### config.mk
export PLATFORM = sky130hd
export DESIGN_NAME = psl_top
export DESIGN_NICKNAME = d
export VERILOG_FILES = /design/src/verilog/psl_pkg.sv /design/src/verilog/psl_chan.sv /design/src/verilog/psl_top.sv
export SDC_FILE = /design/constraint.sdc
export NUM_CORES = 1
export LEC_CHECK = 0
export ABC_AREA = 0
export BUFFER_PORTS_ARGS = -buffer_cell sky130_fd_sc_hd__buf_2
export CAP_MARGIN = 20
export CORE_MARGIN = 1.5
export CORE_UTILIZATION = 25
export DETAILED_ROUTE_END_ITERATION = 10
export PLACE_DENSITY = 0.41
export SLEW_MARGIN = 20
export SYNTH_ARGS = -nofsm -noshare
export SYNTH_HDL_FRONTEND = slang
export SYNTH_HIERARCHICAL = 1
export SYNTH_SLANG_ARGS = --single-unit
### constraint.sdc
create_clock -name CORE_CLK -period 5.7 [get_ports CORE_CLK]
set_clock_uncertainty 0.2 [all_clocks]
set_input_delay 0.285 -clock CORE_CLK [delete_from_list [all_inputs] [get_ports CORE_CLK]]
set_output_delay 0.285 -clock CORE_CLK [all_outputs]
set_load 0.01 [all_outputs]
### src/verilog/psl_pkg.sv
// package with constants for the protective output and status indicator block
package psl_pkg;
	localparam int CLK_HZ = 100_000_000;
	localparam int AUTO_RESET_S = 10;
	localparam int AUTO_RESET_CYC = AUTO_RESET_S * CLK_HZ;
	localparam int CHG_MON_NS = 20_000;
	localparam int CHG_MON_CYC = (CHG_MON_NS + 9) / 10;
	localparam int EDM_NS = 300_000;
	localparam int EDM_CYC = EDM_NS / 10;
	localparam int FLASH_CYC = 25_000_000;
	localparam int SAFE_DLY_DEF = 50_000_000;
	localparam int N_FUNC = 2;
	localparam int N_SIG = 9;
	localparam logic [1:0] LED_DARK = 2'h0;
	localparam logic [1:0] LED_RED = 2'h1;
	localparam logic [1:0] LED_GREEN = 2'h2;
	// signal source selector codes for the configurable signal outputs
	localparam logic [2:0] SRC_PROT = 3'h0;
	localparam logic [2:0] SRC_WARN = 3'h1;
	localparam logic [2:0] SRC_ERR = 3'h2;
	localparam logic [2:0] SRC_DIAG = 3'h3;
	localparam logic [2:0] SRC_STAT = 3'h4;
	typedef enum logic [1:0] {
		PF_OFF = 2'b00,
		PF_ARMED = 2'b01,
		PF_ON = 2'b11,
		PF_ERR = 2'b10
	} psl_pf_state_t;
endpackage : psl_pkg

### src/verilog/psl_chan.sv
// one protective function: output pair state, restart interlock, contactor check
`timescale 1ns/10ps
module psl_chan #(
	parameter int AUTO_RESET_CYC = psl_pkg::AUTO_RESET_CYC
) (
	input wire logic clk,
	input wire logic nrst,
	input wire logic field_occupied,
	input wire logic auto_restart,
	input wire logic restart_ack,
	input wire logic contactor_supervision_en,
	input wire logic contactor_fb,
	input wire logic ext_error,
	input wire logic ext_lock,
	output logic pair_on,
	output logic interlock_blocked,
	output logic err_active,
	output logic locked
);
	import psl_pkg::*;

	psl_pf_state_t st_q;
	logic [31:0] tmr_q;
	logic edm_err;
	logic err_ev;

	// contactor feedback must follow the output within the window
	assign edm_err = contactor_supervision_en && (tmr_q >= 32'(EDM_CYC)) &&
		(st_q == PF_ON ? contactor_fb : !contactor_fb) && !(st_q == PF_ERR);
	// a locking error switches the pair off as well; only its auto reset is barred
	assign err_ev = ext_error || ext_lock || edm_err;
	assign err_active = (st_q == PF_ERR);
	assign pair_on = (st_q == PF_ON);
	assign interlock_blocked = (st_q == PF_ARMED) && !auto_restart;

	always_ff @(posedge clk or negedge nrst)
	begin
		if (!nrst)
			locked <= 1'b0;
		else if (ext_lock)
			locked <= 1'b1;
	end

	always_ff @(posedge clk or negedge nrst)
	begin
		if (!nrst)
		begin
			st_q <= PF_OFF;
			tmr_q <= 32'h0000_0000;
		end
		else
		begin
			unique case (st_q)
				PF_OFF:
				begin
					if (err_ev)
						st_q <= PF_ERR;
					else if (!field_occupied)
						st_q <= PF_ARMED;
					tmr_q <= 32'h0000_0000;
				end
				PF_ARMED:
				begin
					if (err_ev)
						st_q <= PF_ERR;
					else if (field_occupied)
						st_q <= PF_OFF;
					else if (auto_restart || restart_ack)
						st_q <= PF_ON;
					tmr_q <= 32'h0000_0000;
				end
				PF_ON:
				begin
					// the error hold time must start from zero, not from the contactor count
					if (err_ev)
					begin
						st_q <= PF_ERR;
						tmr_q <= 32'h0000_0000;
					end
					else if (field_occupied)
						st_q <= PF_OFF;
					else if (tmr_q < 32'(EDM_CYC))
						tmr_q <= tmr_q + 32'h0000_0001;
				end
				PF_ERR:
				begin
					// auto reset lands in the off state, never straight back on
					if (!locked && !ext_lock && !ext_error && tmr_q >= 32'(AUTO_RESET_CYC - 1))
					begin
						st_q <= PF_OFF;
						tmr_q <= 32'h0000_0000;
					end
					else if (ext_error)
						tmr_q <= 32'h0000_0000;
					else if (tmr_q < 32'(AUTO_RESET_CYC))
						tmr_q <= tmr_q + 32'h0000_0001;
				end
			endcase
		end
	end
endmodule : psl_chan

### src/verilog/psl_top.sv
// safety output pairs, field pair changeover, signal outputs and status indicators
`timescale 1ns/10ps
//////////////////////////////////////////////////////////////////////////////
module psl_top #(
	parameter int AUTO_RESET_CYC = psl_pkg::AUTO_RESET_CYC,
	parameter int SAFE_DLY_CYC = psl_pkg::SAFE_DLY_DEF,
	parameter int FLASH_CYC = psl_pkg::FLASH_CYC,
	parameter int CFG_WORDS = 16
) (
	input wire logic CORE_CLK,
	input wire logic NRST,
	input wire logic POWER_ON,
	input wire logic TWO_FUNC_MODE,
	input wire logic SAFE_DELAY_EN,
	input wire logic [1:0] FIELD_OCCUPIED,
	input wire logic [1:0] WARN_OCCUPIED,
	input wire logic [1:0] AUTO_RESTART,
	input wire logic [1:0] RESTART_ACK,
	input wire logic [1:0] CONTACTOR_SUPERVISION_EN,
	input wire logic [1:0] CONTACTOR_FB,
	input wire logic [1:0] EXT_ERROR,
	input wire logic [1:0] EXT_LOCK,
	input wire logic [1:0] LINKED_ENABLE,
	input wire logic [6:0] FIELD_PAIR_REQ,
	input wire logic FIELD_PAIR_VALID,
	input wire logic [1:0] DIAG_IN,
	input wire logic [26:0] SIG_SEL,
	input wire logic UNIT_SWAP,
	input wire logic [7:0] CU_MEM_RDATA,
	output logic [3:0] CU_MEM_ADDR,
	output logic CFG_WR,
	output logic [3:0] CFG_WADDR,
	output logic [7:0] CFG_WDATA,
	output logic CFG_XFER_BUSY,
	output logic [1:0] SAFETY_SWITCH_OUTPUT_PAIR,
	output logic [6:0] ACTIVE_FIELD_PAIR,
	output logic FIELD_PAIR_FAULT,
	output logic [8:0] SIG_OUT,
	output logic [1:0] LED_OUT_A,
	output logic LED_INTERLOCK_A,
	output logic LED_WARN_A,
	output logic LED_WARN_B,
	output logic LED_INTERLOCK_B,
	output logic [1:0] LED_OUT_B
);
	import psl_pkg::*;

	logic [1:0] pair_on;
	logic [1:0] blocked;
	logic [1:0] err;
	logic [1:0] field_eff;
	logic [1:0] pair_q;
	logic [31:0] dly_q;
	logic [31:0] flash_cnt_q;
	logic flash_q;
	logic [6:0] pend_q;
	logic [31:0] chg_q;
	logic chg_busy_q;
	logic [4:0] sig_src [N_FUNC];
	logic [8:0] sig_q;
	logic [3:0] cfg_idx_q;
	logic cfg_busy_q;
	logic [1:0] out_led [N_FUNC];
	logic [1:0] il_led;
	logic [1:0] warn_q;

	//////////////////////////////////////////////////////////////////////////
	// protective functions
	// in single function mode function A's field drives both channels
	assign field_eff[0] = FIELD_OCCUPIED[0];
	assign field_eff[1] = TWO_FUNC_MODE ? FIELD_OCCUPIED[1] : FIELD_OCCUPIED[0];

	genvar g;
	generate
		for (g = 0; g < N_FUNC; g++)
		begin : g_func
			// the far side only acks with the field reported free
			psl_chan #(
				.AUTO_RESET_CYC(AUTO_RESET_CYC)
			) u_chan (
				.clk(CORE_CLK),
				.nrst(NRST),
				.field_occupied(field_eff[g] || chg_busy_q),
				.auto_restart(AUTO_RESTART[g]),
				.restart_ack(RESTART_ACK[g]),
				.contactor_supervision_en(CONTACTOR_SUPERVISION_EN[g]),
				.contactor_fb(CONTACTOR_FB[g]),
				.ext_error(EXT_ERROR[g] || FIELD_PAIR_FAULT),
				.ext_lock(EXT_LOCK[g]),
				.pair_on(pair_on[g]),
				.interlock_blocked(blocked[g]),
				.err_active(err[g]),
				.locked()
			);
		end
	endgenerate

	//////////////////////////////////////////////////////////////////////////
	// output pairs, with the optional safe delay on pair B
	always_ff @(posedge CORE_CLK or negedge NRST)
	begin
		if (!NRST)
		begin
			pair_q <= 2'h0;
			dly_q <= 32'h0000_0000;
		end
		else
		begin
			pair_q[0] <= pair_on[0];
			if (TWO_FUNC_MODE || !SAFE_DELAY_EN || err[1])
			begin
				pair_q[1] <= pair_on[1];
				dly_q <= 32'h0000_0000;
			end
			else if (pair_on[0])
			begin
				pair_q[1] <= pair_on[1];
				dly_q <= 32'h0000_0000;
			end
			else if (dly_q >= 32'(SAFE_DLY_CYC))
				pair_q[1] <= 1'b0;
			else if (pair_q[1])
				dly_q <= dly_q + 32'h0000_0001;
		end
	end
	assign SAFETY_SWITCH_OUTPUT_PAIR = pair_q;

	//////////////////////////////////////////////////////////////////////////
	// field pair changeover monitoring
	// a request that changes or drops mid-window is a fault; outputs are held off meanwhile, except pair B during its safe delay
	always_ff @(posedge CORE_CLK or negedge NRST)
	begin
		if (!NRST)
		begin
			pend_q <= 7'h00;
			chg_q <= 32'h0000_0000;
			chg_busy_q <= 1'b0;
			ACTIVE_FIELD_PAIR <= 7'h00;
			FIELD_PAIR_FAULT <= 1'b0;
		end
		else if (FIELD_PAIR_VALID && FIELD_PAIR_REQ != ACTIVE_FIELD_PAIR && !chg_busy_q)
		begin
			pend_q <= FIELD_PAIR_REQ;
			chg_busy_q <= 1'b1;
			chg_q <= 32'h0000_0000;
			FIELD_PAIR_FAULT <= (FIELD_PAIR_REQ > 7'h63);
		end
		else if (chg_busy_q)
		begin
			if (!FIELD_PAIR_VALID || FIELD_PAIR_REQ != pend_q)
			begin
				chg_busy_q <= 1'b0;
				FIELD_PAIR_FAULT <= 1'b1;
			end
			else if (chg_q >= 32'(CHG_MON_CYC - 1))
			begin
				chg_busy_q <= 1'b0;
				if (!FIELD_PAIR_FAULT)
					ACTIVE_FIELD_PAIR <= pend_q;
			end
			else
				chg_q <= chg_q + 32'h0000_0001;
		end
		else if (FIELD_PAIR_VALID && FIELD_PAIR_REQ == ACTIVE_FIELD_PAIR)
			FIELD_PAIR_FAULT <= 1'b0;
	end

	//////////////////////////////////////////////////////////////////////////
	// configurable signal outputs
	always_comb
	begin
		for (int i = 0; i < N_FUNC; i++)
		begin
			sig_src[i][SRC_PROT] = pair_on[i];
			sig_src[i][SRC_WARN] = WARN_OCCUPIED[i];
			sig_src[i][SRC_ERR] = err[i];
			sig_src[i][SRC_DIAG] = DIAG_IN[i];
			sig_src[i][SRC_STAT] = blocked[i];
		end
	end

	generate
		for (g = 0; g < N_SIG; g++)
		begin : g_sig
			// even outputs follow function A, odd ones function B; unused codes read low
			logic [2:0] grp;
			logic fsel;
			assign grp = SIG_SEL[g*3 +: 3];
			assign fsel = 1'(g % 2);
			always_ff @(posedge CORE_CLK or negedge NRST)
			begin
				if (!NRST)
					sig_q[g] <= 1'b0;
				else if (grp <= SRC_STAT)
					sig_q[g] <= sig_src[fsel][grp];
				else
					sig_q[g] <= 1'b0;
			end
		end
	endgenerate
	assign SIG_OUT = sig_q;

	//////////////////////////////////////////////////////////////////////////
	// configuration transfer after unit swap
	always_ff @(posedge CORE_CLK or negedge NRST)
	begin
		if (!NRST)
		begin
			cfg_busy_q <= 1'b0;
			cfg_idx_q <= 4'h0;
			CFG_WR <= 1'b0;
			CFG_WADDR <= 4'h0;
			CFG_WDATA <= 8'h00;
		end
		else
		begin
			CFG_WR <= cfg_busy_q;
			CFG_WADDR <= cfg_idx_q;
			CFG_WDATA <= CU_MEM_RDATA;
			if (UNIT_SWAP && !cfg_busy_q)
			begin
				cfg_busy_q <= 1'b1;
				cfg_idx_q <= 4'h0;
			end
			else if (cfg_busy_q)
			begin
				if (cfg_idx_q == 4'(CFG_WORDS - 1))
					cfg_busy_q <= 1'b0;
				cfg_idx_q <= cfg_idx_q + 4'h1;
			end
		end
	end
	assign CU_MEM_ADDR = cfg_idx_q;
	assign CFG_XFER_BUSY = cfg_busy_q || CFG_WR;

	//////////////////////////////////////////////////////////////////////////
	// status indicators
	always_ff @(posedge CORE_CLK or negedge NRST)
	begin
		if (!NRST)
		begin
			flash_cnt_q <= 32'h0000_0000;
			flash_q <= 1'b0;
		end
		else if (flash_cnt_q >= 32'(FLASH_CYC - 1))
		begin
			flash_cnt_q <= 32'h0000_0000;
			flash_q <= !flash_q;
		end
		else
			flash_cnt_q <= flash_cnt_q + 32'h0000_0001;
	end

	always_comb
	begin
		for (int i = 0; i < N_FUNC; i++)
		begin
			if (!POWER_ON)
				out_led[i] = LED_DARK;
			else if (err[i])
				out_led[i] = flash_q ? LED_RED : LED_DARK;
			else if (pair_q[i])
				out_led[i] = LED_GREEN;
			else
				out_led[i] = LED_RED;
			if (!POWER_ON)
				il_led[i] = 1'b0;
			else if (field_eff[i])
				il_led[i] = flash_q;
			else if (blocked[i])
				il_led[i] = 1'b1;
			else
				il_led[i] = LINKED_ENABLE[i] && !pair_q[i];
		end
	end

	always_ff @(posedge CORE_CLK or negedge NRST)
	begin
		if (!NRST)
		begin
			LED_OUT_A <= LED_DARK;
			LED_OUT_B <= LED_DARK;
			LED_INTERLOCK_A <= 1'b0;
			LED_INTERLOCK_B <= 1'b0;
			warn_q <= 2'h0;
		end
		else
		begin
			LED_OUT_A <= out_led[0];
			LED_INTERLOCK_A <= il_led[0];
			LED_OUT_B <= out_led[1];
			LED_INTERLOCK_B <= il_led[1];
			warn_q <= POWER_ON ? WARN_OCCUPIED : 2'h0;
		end
	end
	assign LED_WARN_A = warn_q[0];
	assign LED_WARN_B = warn_q[1];
endmodule : psl_top

==> impl_metrics.toml <==
[layout]
drive_above_1_share_pct = 16.7
mostFrequentLayoutCells = "220 x sky130_fd_sc_hd__dfrtp_1, 112 x sky130_fd_sc_hd__buf_2, 105 x sky130_fd_sc_hd__nor2_1"
num_antenna_cells = 0
growth_of_design_area_from_synthesis_to_finish_pct = 23.4
most_frequent_standard_cell_in_the_layout_excluding_fill_and_tap_cells = "sky130_fd_sc_hd__dfrtp_1"
postLayoutCellArea_sq_um = 13900
layout.nets = 1397

[synthesis]
post_synth_num_cell_types = 62
synth-xor-area-share_pct = 3.04
synth-seq-cells = 220
synth_simple_gate_area_share_pct = 24.3
synth_top_family_by_area = "simple AND/OR/NAND/NOR gates"
postSynthCellCount = 1154
muxShareOfSynthArea_pct = 3.48
synth_seq_area_share_pct = 49.0
yosys.area_share.adder_pct = 1.00
async_reset_ff_share_pct = 100
yosysTopAreaCell = "sky130_fd_sc_hd__dfrtp_1"
post-synth-top-area-fraction_pct = 49.0
synth-warning-count = 6
synth_edf_count = 0
synth-main-ff-cell = "sky130_fd_sc_hd__dfrtp_1"
synth_area_leaders = "sky130_fd_sc_hd__dfrtp_1 49%, sky130_fd_sc_hd__o21ai_0 4.1%, sky130_fd_sc_hd__nor2_1 3.5%, sky130_fd_sc_hd__nand3_1 3.3%, sky130_fd_sc_hd__o31ai_1 3.0%"
avgSynthCellArea_sq_um = 9.74
compound_gate_portion_of_the_synthesized_area_pct = 15.8
mappedNetlistArea_sq_um = 11200

[sta]
rsz_0062_raised_after_global_routing = "false"
drv_slew = 0
worst_slew_margin_rel_pct = 25.5
setup_tns_ns = 0
period_share_pct = 64.1
setup_viol_count_final = 0
worst_pin_slew_ns = 1.11
final_hold_viol_count = 0
period_minus_slack_ns = 3.65
max_clock_freq_ghz = 0.274

[die]
die-area_sq_um = 46200
die_width_um = 215
std_cell_rows = 77
die-height_um = 215
effective_utilization_at_floorplan_pct = 25.4
floorplan.core_area_sq_um = 44300
ioPinCount = 114

[pwr]
p_clk_share_pct = 46.8
leak_nw = 5.73
seq_power_share_pct = 43.9
comb_power_share_pct = 9.3
pwr_density_cell_nw_per_um2 = 276
power_switching_share_pct = 25.0
power_report.internal_total_mw = 2.87
vdd_ir_drop_max_uv = 269
p_switching_mw = 0.956

[critical_path]
cp_data_arrival_time_ns = 3.89
cp_common_cell = "sky130_fd_sc_hd__buf_4"
worstPathMaxFanout = 34
reg2reg_to = "g_func[0].u_chan/tmr_q[14]$_DFFE_PN0P_"
cell_by_cell_listing_of_the_critical_path = "or4_1 -> nor4_1 -> o311a_2 -> o21ai_1 -> o31ai_4 -> buf_4 -> or2_1 -> buf_4 -> o31ai_1"
critical-path-max-stage-delay_ns = 0.57
worst_setup_path_end_kind = "flop"
worstReg2RegStart = "g_func[0].u_chan/tmr_q[20]$_DFFE_PN0P_"
r2r.worst_path.cells = 9
worst-endpoint-required_ns = 5.94
reg2reg_setup_slack_ns = 2.05
critical_path_class = "flop to flop"
cpMaxStageDelayCell = "sky130_fd_sc_hd__or2_1"
start_kind = "flop"
crit_path_start = "g_func[0].u_chan/tmr_q[20]$_DFFE_PN0P_"

[cts]
post_cts_setup_buffer_count = 0
clkLatencyLatePin_ns = 0.56
numCtsBuffers = 29
cts_htree_levels = 1
cts.clk_slew.worst_paths_ns = 0.06
cts_tree = "done"
cts_root_buf = "sky130_fd_sc_hd__clkbuf_16"
ctsLongestPathBuffers = 3
clkSinkCount = 220

[hold_path]
hold-path-endpoint = "g_func[1].u_chan/st_q[0]$_DFFE_PN0P_"
worst_hold_path.num_cells = 4
hold_path_startpoint = "FIELD_OCCUPIED[1]"
hp_class = "input port to flop"

[routing]
drt_iter0_markers = 363
wl_met1_mm = 14.9
firstDrtPassIters = 5
drc_errors = 0
ant_nets = 0
met3_length_mm = 1.18
detail_route.vias_per_cell = 4.81
top_layer_used = "met4"
postRouteWirelength_mm = 30.8
dr_wl_met2_mm = 14.2
dr_total_vias = 9267
drt-wirelength-per-cell_um = 16.0

[status]
run_status = "complete, no violations"

[placement]
rd_place_congestion = 0.733
dp_hpwl_mm = 20.3
place.port_buffers = 113
postPlaceCellArea_sq_um = 12400

[global_route]
first_pass_grt_wire_length_mm = 50.5
antenna_found_initial = 0
first_global_vias = 9239
grt.total_usage_pct = 13.4
globalRoute.totalOverflow = 0
grt_max_degree = 154

[job]
timing.max_cap.violations = 0
## cell families (layout without fill, tap and decap cells)
| kind of cell | count (synthesis) | count (layout) |
|---|---|---|
| fa+ha+maj | 9 | 9 |
| mux | 26 | 26 |
| simple gates | 509 | 509 |
| flops | 220 | 220 |
| other cells | 1 | 7 |
| compound gates | 266 | 266 |
| xor+xnor | 39 | 39 |
| buf+inv | 84 | 260 |
## metal layers
metal | vias up | track usage (%)
met5 | - | 0
met4 | 0 | 3.87
met3 | 34 | 2.15
met2 | 156 | 21.7
met1 | 4529 | 18.4
li1 | 4548 | -
## cell usage after synthesis (all sizes together), types with 3 or more instances
cell type	n
or2	12
a21oi	41
nor3	23
o41ai	9
ha	9
xor2	25
mux4	9
dfrtp	220
o21ai	109
a221oi	3
o31a	3
nand2b	16
mux2	15
inv	35
and3	24
nor4b	4
o211ai	5
xnor2	14
nor2	105
o21a	6
nor4	21
nor2b	28
nand4b	5
or4	21
and4	7
a31oi	11
nand4	35
a211o	5
buf	16
a211oi	6
nand2	73
or3	15
nand3	74
and2	41
o31ai	53
clkbuf	33
## registers in the layout (all words and copies together) (netlist names)
signal / count
CU_MEM_ADDR: 4
cfg_busy_q: 1
LED_OUT_A: 2
ACTIVE_FIELD_PAIR: 7
g_func.u_chan/tmr_q: 64
CFG_WDATA: 8
SAFETY_SWITCH_OUTPUT_PAIR: 2
chg_busy_q: 1
LED_INTERLOCK_A: 1
flash_cnt_q: 32
LED_OUT_B: 2
chg_q: 32
SIG_OUT: 9
warn_q: 2
dly_q: 32
LED_INTERLOCK_B: 1
flash_q: 1
g_func.u_chan/st_q: 4
g_func.u_chan/locked: 2
CFG_WADDR: 4
CFG_WR: 1
pend_q: 7
FIELD_PAIR_FAULT: 1
## power groups by stage
stage,clock network [mW],registers [mW],logic [mW]
CTS,1.87,1.68,0.364
detailed placement,0,1.71,0.333
floorplan,0,1.72,0.150
global placement,0,1.71,0.332
finish,1.79,1.68,0.354
global route,1.93,1.69,0.399
## area by class of cell
type / count / area, sq um
clock inverters: 6 / 90.1
well taps: 592 / 741
clock buffers: 42 / 825
repair buffers: 177 / 1200
fillers: 4637 / 30400
multi-input cells: 856 / 5380
inverters: 35 / 131
flip-flops and latches: 220 / 5510
## stage by stage
step	cells	hold slack, ns	setup slack (ns)	utilization [%]	power, mW
2_1_floorplan	1160	-0.211	3.11	-	1.87
3_3_place_gp	1829	0.102	2.17	28.1	2.04
3_5_place_dp	1829	0.0966	1.98	28.1	2.04
4_1_cts	1928	0.00150	1.97	31.3	3.91
5_1_grt	1928	0.0452	1.72	31.3	4.02
6_report	1928	0.00678	2.05	31.3	3.82
## repair_timing
action                                  4_1_cts  5_1_grt
hold buffers                                 51        0
endpoints found under the setup margin        0        0
endpoints found under the hold margin       115        0
resized for setup                             0        0
## worst max-delay path: cells and delay by family, from the launching register on
family                 cells  cell delay (ns)
AOI/OAI and AO/OA          4             0.70
buffers and inverters      2             0.71
DFF                        1             0.42
and+or+nand+nor            3             1.47
## how the worst max path moves through the flow
stage,to,slack (ns),cells past startpoint
floorplan,g_func[0].u_chan/tmr_q[29]$_DFFE_PN0P_,3.11,9
CTS,g_func[0].u_chan/tmr_q[14]$_DFFE_PN0P_,1.97,9
finish,g_func[0].u_chan/tmr_q[14]$_DFFE_PN0P_,2.05,9
detailed placement,g_func[0].u_chan/tmr_q[24]$_DFFE_PN0P_,1.98,9
global route,g_func[0].u_chan/tmr_q[18]$_DFFE_PN0P_,1.72,9
global placement,g_func[0].u_chan/tmr_q[18]$_DFFE_PN0P_,2.17,9
Note: power is estimated with default switching activity, not from simulation.
